==> src/motor_param_pkg.sv <==
// constants, widths and the code expansion function for the motor parameter decoder
// assumes codes arrive from configuration registers in the core clock domain
// How it works
// - phase resistance arrives as 7 bits: upper three shift, lower four mantissa.
// - one step of linear resistance equals 9.67 milliohms phase to centre tap.
// - linear resistance is the mantissa shifted left by the shift field.
// - resistance code 0x7F decodes to 1920, about 18.6 ohms.
// - back-EMF constant arrives as 7 bits: 3-bit shift, 4-bit mantissa, shifted.
// - linear back-EMF equals volts per hertz times a weight of 1090.
// - back-EMF code 0x7F decodes to 1920, 1760 mV/Hz.
// - back-EMF code 0x01 decodes to 1, 0.92 mV/Hz.
`default_nettype none
package motor_param_pkg;

    // *****************************
    // field layout
    // *****************************
    localparam int CODE_W = 7;
    localparam int EXP_W = 3;
    localparam int MANT_W = 4;
    localparam int LIN_W = 11;
    localparam int EXP_MSB = 6;
    localparam int EXP_LSB = 4;
    localparam int MANT_MSB = 3;
    localparam int MANT_LSB = 0;

    // *****************************
    // scaling and limits
    // *****************************
    // one linear resistance step in micro-ohms
    localparam int RES_LSB_MICROOHM = 9670;
    // linear back-EMF per volt-per-hertz
    localparam int BEMF_WEIGHT = 1090;
    localparam logic [LIN_W-1:0] LINEAR_MAX = 11'h780;
    localparam logic [LIN_W-1:0] RES_LINEAR_MIN = 11'h003;
    localparam logic [MANT_W-1:0] MANT_CANON_MIN = 4'h8;

    // *****************************
    // reset values
    // *****************************
    localparam logic [CODE_W-1:0] CODE_RST = 7'h00;
    localparam logic [LIN_W-1:0] LINEAR_RST = 11'h000;

    typedef logic [CODE_W-1:0] param_code_t;
    typedef logic [LIN_W-1:0] param_linear_t;

    // mantissa shifted left by exponent
    function automatic param_linear_t expand_code(input param_code_t code);
        param_linear_t mant;
        mant = LIN_W'(code[MANT_MSB:MANT_LSB]);
        return mant << code[EXP_MSB:EXP_LSB];
    endfunction

    // a nonzero exponent with a small mantissa has a shorter twin encoding
    function automatic logic is_noncanon(input param_code_t code);
        return (code[EXP_MSB:EXP_LSB] != 3'h0) && (code[MANT_MSB:MANT_LSB] < MANT_CANON_MIN);
    endfunction

endpackage
`default_nettype wire

==> src/param_code_if.sv <==
// carrier between the top and one code expander
// assumes a single core clock; the carrier is purely combinational
`timescale 1ns/1ps
`default_nettype none
interface param_code_if;
    import motor_param_pkg::*;
    param_code_t code;
    param_linear_t linear;
    logic noncanon;
    modport src (output code, input linear, input noncanon);
    modport dec (input code, output linear, output noncanon);
endinterface
`default_nettype wire

==> src/param_code_expander.sv <==
// expands one 7-bit shift/mantissa code into its linear value
// assumes the caller registers the result
`timescale 1ns/1ps
`default_nettype none
module param_code_expander (
    param_code_if.dec link
);
    import motor_param_pkg::*;

    always_comb begin
        link.linear = expand_code(link.code);
        link.noncanon = is_noncanon(link.code);
    end
endmodule
`default_nettype wire

==> src/motor_param_code_decoder.sv <==
// top of the motor parameter decoder: latches both codes on a load strobe
// and presents registered linear values and status flags to the control core
// assumes codes and strobe are synchronous to CLK_I
`timescale 1ns/1ps
`default_nettype none
module motor_param_code_decoder (
    input wire logic CLK_I,
    input wire logic SYS_RST_I,
    input wire motor_param_pkg::param_code_t PHASE_RES_CODE_I,
    input wire motor_param_pkg::param_code_t BEMF_CONST_CODE_I,
    input wire logic CODE_LOAD_I,
    output logic [motor_param_pkg::LIN_W-1:0] PHASE_RES_LINEAR_O,
    output logic [motor_param_pkg::LIN_W-1:0] BEMF_CONST_LINEAR_O,
    output logic PARAM_VALID_O,
    output logic RES_BELOW_MIN_O,
    output logic RES_NONCANON_O,
    output logic BEMF_NONCANON_O
);
    import motor_param_pkg::*;

    // *****************************
    // code fields
    // *****************************
    logic [EXP_W-1:0] phase_res_exponent;
    logic [MANT_W-1:0] phase_res_mantissa;
    logic [EXP_W-1:0] bemf_const_exponent;
    logic [MANT_W-1:0] bemf_const_mantissa;

    // upper three bits shift, lower four bits mantissa
    assign phase_res_exponent = PHASE_RES_CODE_I[EXP_MSB:EXP_LSB];
    assign phase_res_mantissa = PHASE_RES_CODE_I[MANT_MSB:MANT_LSB];
    assign bemf_const_exponent = BEMF_CONST_CODE_I[EXP_MSB:EXP_LSB];
    assign bemf_const_mantissa = BEMF_CONST_CODE_I[MANT_MSB:MANT_LSB];

    // *****************************
    // expanders, one per code
    // *****************************
    localparam int SLOT_RES = 0;
    localparam int SLOT_BEMF = 1;
    localparam int SLOT_N = 2;

    param_code_t code_in [SLOT_N];
    param_linear_t lin [SLOT_N];
    logic nc [SLOT_N];

    assign code_in[SLOT_RES] = {phase_res_exponent, phase_res_mantissa};
    assign code_in[SLOT_BEMF] = {bemf_const_exponent, bemf_const_mantissa};

    // small mantissas with a nonzero shift still expand literally; flags report them
    genvar gi;
    generate
        for (gi = 0; gi < SLOT_N; gi++) begin : g_exp
            param_code_if link_if ();
            param_code_expander u_exp (
                .link(link_if)
            );
            assign link_if.code = code_in[gi];
            assign lin[gi] = link_if.linear;
            assign nc[gi] = link_if.noncanon;
        end
    endgenerate

    // *****************************
    // load qualification
    // *****************************
    // reset wins over load, so a load in a reset cycle is dropped
    logic take;
    assign take = CODE_LOAD_I && !SYS_RST_I;

    // *****************************
    // resistance group
    // *****************************
    param_linear_t res_lin;
    logic res_low;
    logic res_nc;
    param_linear_t next_res_lin;
    logic next_res_low;
    logic next_res_nc;

    always_comb begin
        next_res_lin = res_lin;
        next_res_low = res_low;
        next_res_nc = res_nc;
        // values held from one load to the next
        if (take) begin
            next_res_lin = lin[SLOT_RES];
            next_res_low = (lin[SLOT_RES] < RES_LINEAR_MIN);
            next_res_nc = nc[SLOT_RES];
        end
    end

    always_ff @(posedge CLK_I) begin
        if (SYS_RST_I) begin
            res_lin <= LINEAR_RST;
            res_low <= 1'b0;
            res_nc <= 1'b0;
        end else begin
            res_lin <= next_res_lin;
            res_low <= next_res_low;
            res_nc <= next_res_nc;
        end
    end

    // *****************************
    // back-EMF group
    // *****************************
    param_linear_t bemf_lin;
    logic bemf_nc;
    param_linear_t next_bemf_lin;
    logic next_bemf_nc;

    always_comb begin
        next_bemf_lin = bemf_lin;
        next_bemf_nc = bemf_nc;
        if (take) begin
            next_bemf_lin = lin[SLOT_BEMF];
            next_bemf_nc = nc[SLOT_BEMF];
        end
    end

    always_ff @(posedge CLK_I) begin
        if (SYS_RST_I) begin
            bemf_lin <= LINEAR_RST;
            bemf_nc <= 1'b0;
        end else begin
            bemf_lin <= next_bemf_lin;
            bemf_nc <= next_bemf_nc;
        end
    end

    // *****************************
    // status group
    // *****************************
    logic valid;
    logic next_valid;

    always_comb begin
        next_valid = valid;
        // only reset clears it, so the core can wait for it before starting
        if (take) begin
            next_valid = 1'b1;
        end
    end

    always_ff @(posedge CLK_I) begin
        if (SYS_RST_I) begin
            valid <= 1'b0;
        end else begin
            valid <= next_valid;
        end
    end

    // *****************************
    // outputs, each straight from its flop
    // *****************************
    assign PHASE_RES_LINEAR_O = res_lin;
    assign BEMF_CONST_LINEAR_O = bemf_lin;
    assign PARAM_VALID_O = valid;
    assign RES_BELOW_MIN_O = res_low;
    assign RES_NONCANON_O = res_nc;
    assign BEMF_NONCANON_O = bemf_nc;
endmodule
`default_nettype wire

==> config.mk <==
export PLATFORM = sky130hd
export DESIGN_NAME = motor_param_code_decoder
export DESIGN_NICKNAME = d
export VERILOG_FILES = /design/src/motor_param_pkg.sv /design/src/param_code_if.sv /design/src/param_code_expander.sv /design/src/motor_param_code_decoder.sv
export SDC_FILE = /design/constraint.sdc
export NUM_CORES = 1
export LEC_CHECK = 0
export BUFFER_PORTS_ARGS = -buffer_cell sky130_fd_sc_hd__buf_4
export CORE_UTILIZATION = 53
export DETAILED_ROUTE_END_ITERATION = 12
export PLACE_DENSITY = 0.95
export SYNTH_ARGS = -nofsm -noshare
export SYNTH_HDL_FRONTEND = slang
export SYNTH_SLANG_ARGS = --single-unit
==> constraint.sdc <==
create_clock -name CLK_I -period 1.89 [get_ports CLK_I]
set_input_delay 0.189 -clock CLK_I [delete_from_list [all_inputs] [get_ports CLK_I]]
set_output_delay 0.189 -clock CLK_I [all_outputs]
set_load 0.03 [all_outputs]
==> impl_summary.md <==
Detailed routing
The number of iterations in the first detailed-routing pass is 4. After detailed routing, the average wire length per cell comes to 14.5 um. The average via count per standard cell is 5.83.

The post-detailed-route count of antenna-violating nets is 0. Detailed routing inserted a total of 1295 vias. For this block, the initial DRC count from the detailed router was 49.

The routed wire length is 3.22 mm. The remaining design rule violation count is 0.

GRT
In the global route stage, overall resource usage came out at 0.260. The number of global-route vias before repair is 1108. The first global-routing pass estimated 5.15 mm of wire. Entering global routing, the biggest net connects 30 pins. Global routing finished with a remaining overflow of 0. The number of antenna violations at the first check in global routing is 0.

Logic synthesis
The number of nets handed over by synthesis was 181. The area fraction of the dominant cell type after synthesis is 0.390. Yosys mapped a number of flops with a built-in enable equal to 0. The Yosys step of the flow raised 0 warnings.

Counting flops and latches in the post-synthesis netlist gives 26. For this run, the leading register cell type out of synthesis is sky130_fd_sc_hd__dfxtp_1. By area the synthesized netlist is led by sky130_fd_sc_hd__dfxtp_1 39%, sky130_fd_sc_hd__a21oi_1 7.5%, sky130_fd_sc_hd__nand2_1 5.6%, sky130_fd_sc_hd__mux2i_1 5.2%, sky130_fd_sc_hd__nor2_1 4.5%. Summing every instance area after synthesis gives 1340 um2.

The most frequent cell after synthesis is sky130_fd_sc_hd__dfxtp_1. The count of unique library cells instantiated by Yosys is 38. The proportion of synthesized flip-flops having asynchronous set or reset is 0. The most area-hungry cell type in the Yosys netlist is sky130_fd_sc_hd__dfxtp_1. Sorting the synthesized cells by how often they occur yields 26 x sky130_fd_sc_hd__dfxtp_1, 20 x sky130_fd_sc_hd__a21oi_1, 20 x sky130_fd_sc_hd__nand2_1. The sequential fraction of the synthesis area is 0.390. Counting every instance in the synthesized netlist gives 164. The mean instance size in the synthesized netlist is 8.15 um2.

Setup path
The master of the slowest instance on the critical path is sky130_fd_sc_hd__or4_1. STA classifies the critical path startpoint as an input pin. The kind of critical path is in -> reg. The number of cells on the worst reg-to-reg path is 2.

The worst setup path is captured at a flop. The number of buffers and inverters on the critical path is 2. The data arrival time at the worst-slack endpoint is 1.34 ns. The logic depth of the worst path, buffers included is 4. Along the worst path, the maximum fanout reaches 29.

The largest stage delay on the critical path is 0.52 ns. Data on the critical path is required at its endpoint by 2.15 ns. Broken down by cell family, the worst path's largest delay share belongs to simple AND/OR/NAND/NOR gates.

The signal on the critical path passes through buf_4 -> inv_2 -> or4_1 -> a21oi_1.

Placed design
Summing all placed instances gives a cell area of 1610 um2. Input and output buffers added on the ports amount to 42. The final RePlAce weighted congestion is 0.842.

The post-DP HPWL is 2.38 mm.

Pwr
Dividing total power by cell area gives a power density of 665 nW/um2. The worst-case IR drop observed on VDD is 0.000562 V. The leakage component of the power is 0.671 nW. Power comes to 1.09 mW.

CTS
The later pin in the worst-skew pair is clocked with a latency of 0.32 ns. The number of gates resized after CTS was 0. The clock drives 26 sinks. TritonCTS built the clock tree. In this run the number of H-tree levels came out at 1. The post-CTS setup-driven buffer insertion count is 0. In this run the clock root is driven by a sky130_fd_sc_hd__clkbuf_4. The number of buffers on the longest clock path is 2.

After clock tree synthesis, the clock-pin slew on the worst setup and hold paths is 0.14 ns. The number of clock buffers added by TritonCTS is 3. The post-cts hold buffer count is 0.

Finish
The layout cell share with drive strength beyond 1 is 0.273. Summing all multi-input logic gate instances after layout gives 733 um2. The layout overhead on the synthesized area is 22.3%.

For this run, the share of the core covered by cells in the final layout is 0.711. Summing all flip-flop and latch instances after layout gives 520 um2. The number of antenna diodes in the final layout is 0. The post-route cell area is 1630 um2. The count of fill cells added during filler insertion is 192. The final net count is 213.

STA
Setup repair after global routing left no endpoint under its margin. Counting I/O delays and the setup requirement, the final critical path takes 1.08 ns. The hold slack is 0.197 ns. After routing, the total negative slack on setup checks comes to 0 ns. The total count of max-transition violations in the final report is 0. For the pin with the worst max-slew slack, the measured transition is 0.435 ns. The number of hold-slack violations in the final timing report is 0. In the finished design, the share of the clock period the worst path needs comes to 0.572. In this run the tightest slew margin relative to its limit is 0.709.

The maximum operating frequency is 924 MHz. The largest clock skew in the final design is 0 ns. The number of setup violations in the final report is 0.

Floorplanning
The die height is 52.2 um. The number of core rows is 17. For this configuration, the core starts out at a cell density of 0.582. The core area is 2300 um2. The die covers 2730 um2.

The number of placed I/O pins is 43. Measured along the x axis, the die boundary spans 52.2 um.

Run
Across the run, the number of max-cap violations was 0.

Min path
The class of the most critical hold timing path is in -> reg. The count of cells along the worst hold path is 3.

Outcome
The flow ran to the end, and the final reports show no timing, DRC or antenna violations.
## final timing paths
check                           endpoint  slack, ns                  start
setup reg to reg   PHASE_RES_LINEAR_O[5]       1.13  PHASE_RES_LINEAR_O[5]
hold reg to reg    PHASE_RES_LINEAR_O[0]       0.47  PHASE_RES_LINEAR_O[0]
setup / recovery  BEMF_CONST_LINEAR_O[0]       0.81            CODE_LOAD_I
hold / removal    BEMF_CONST_LINEAR_O[9]       0.20   BEMF_CONST_CODE_I[6]
## registers in the layout, summed over array words and instances, names as in the netlist
signal,cells
BEMF_NONCANON_O,1
PHASE_RES_LINEAR_O,11
PARAM_VALID_O,1
BEMF_CONST_LINEAR_O,11
RES_NONCANON_O,1
RES_BELOW_MIN_O,1
## worst register-to-register path, stage by stage, from the launching register on
cell,delay [ns]
sky130_fd_sc_hd__dfxtp_1,0.38
sky130_fd_sc_hd__nor2_1,0.06
sky130_fd_sc_hd__a311oi_1,0.24
## cell usage in the layout, fill, tap and decap left out, types with 5 or more instances in the layout
master | Yosys | layout
sky130_fd_sc_hd__nor2_1 | 16 | 16
sky130_fd_sc_hd__dfxtp_1 | 26 | 26
sky130_fd_sc_hd__a21oi_1 | 20 | 20
sky130_fd_sc_hd__nor3_1 | 9 | 9
sky130_fd_sc_hd__mux2i_1 | 7 | 7
sky130_fd_sc_hd__nand3_1 | 9 | 9
sky130_fd_sc_hd__nand3b_1 | 5 | 5
sky130_fd_sc_hd__buf_4 | 0 | 42
sky130_fd_sc_hd__nand2_1 | 20 | 20
## final cells by class
cell class,instances,share of cell area
multi-input cells,121,0.449
flip-flops and latches,26,0.319
repair buffers,42,0.193
well taps,28,0.0214
clock buffers,3,0.0138
inverters,2,0.00459
## per-layer routing
layer	up-vias	global-route usage	wire length [um]
met3	6	0.0725	221
met1	586	0.312	1340
met2	56	0.436	1580
met4	0	0.101	70
li1	647	-	-
met5	-	0	0
## through the flow
step,cells,worst slack [ns]
2_1_floorplan,164,0.702
3_3_place_gp,219,0.547
3_5_place_dp,219,0.482
4_1_cts,222,0.810
5_1_grt,222,0.766
6_report,222,0.808
## power by group
part / internal (mW) / switching, mW / total [mW]
combinational: 0.105 / 0.162 / 0.267
clock: 0.0749 / 0.160 / 0.235
sequential: 0.572 / 0.0133 / 0.585
total: 0.751 / 0.335 / 1.09
## kinds of logic after synthesis
logic type             Yosys count  share of synthesized area
multiplexers                    12                     0.0946
flip-flops                      26                      0.390
AO/OA/AOI/OAI                   36                      0.185
buffers and inverters           17                     0.0618
AND/OR/NAND/NOR                 73                      0.269
Note: power is estimated with default switching activity, not from simulation.
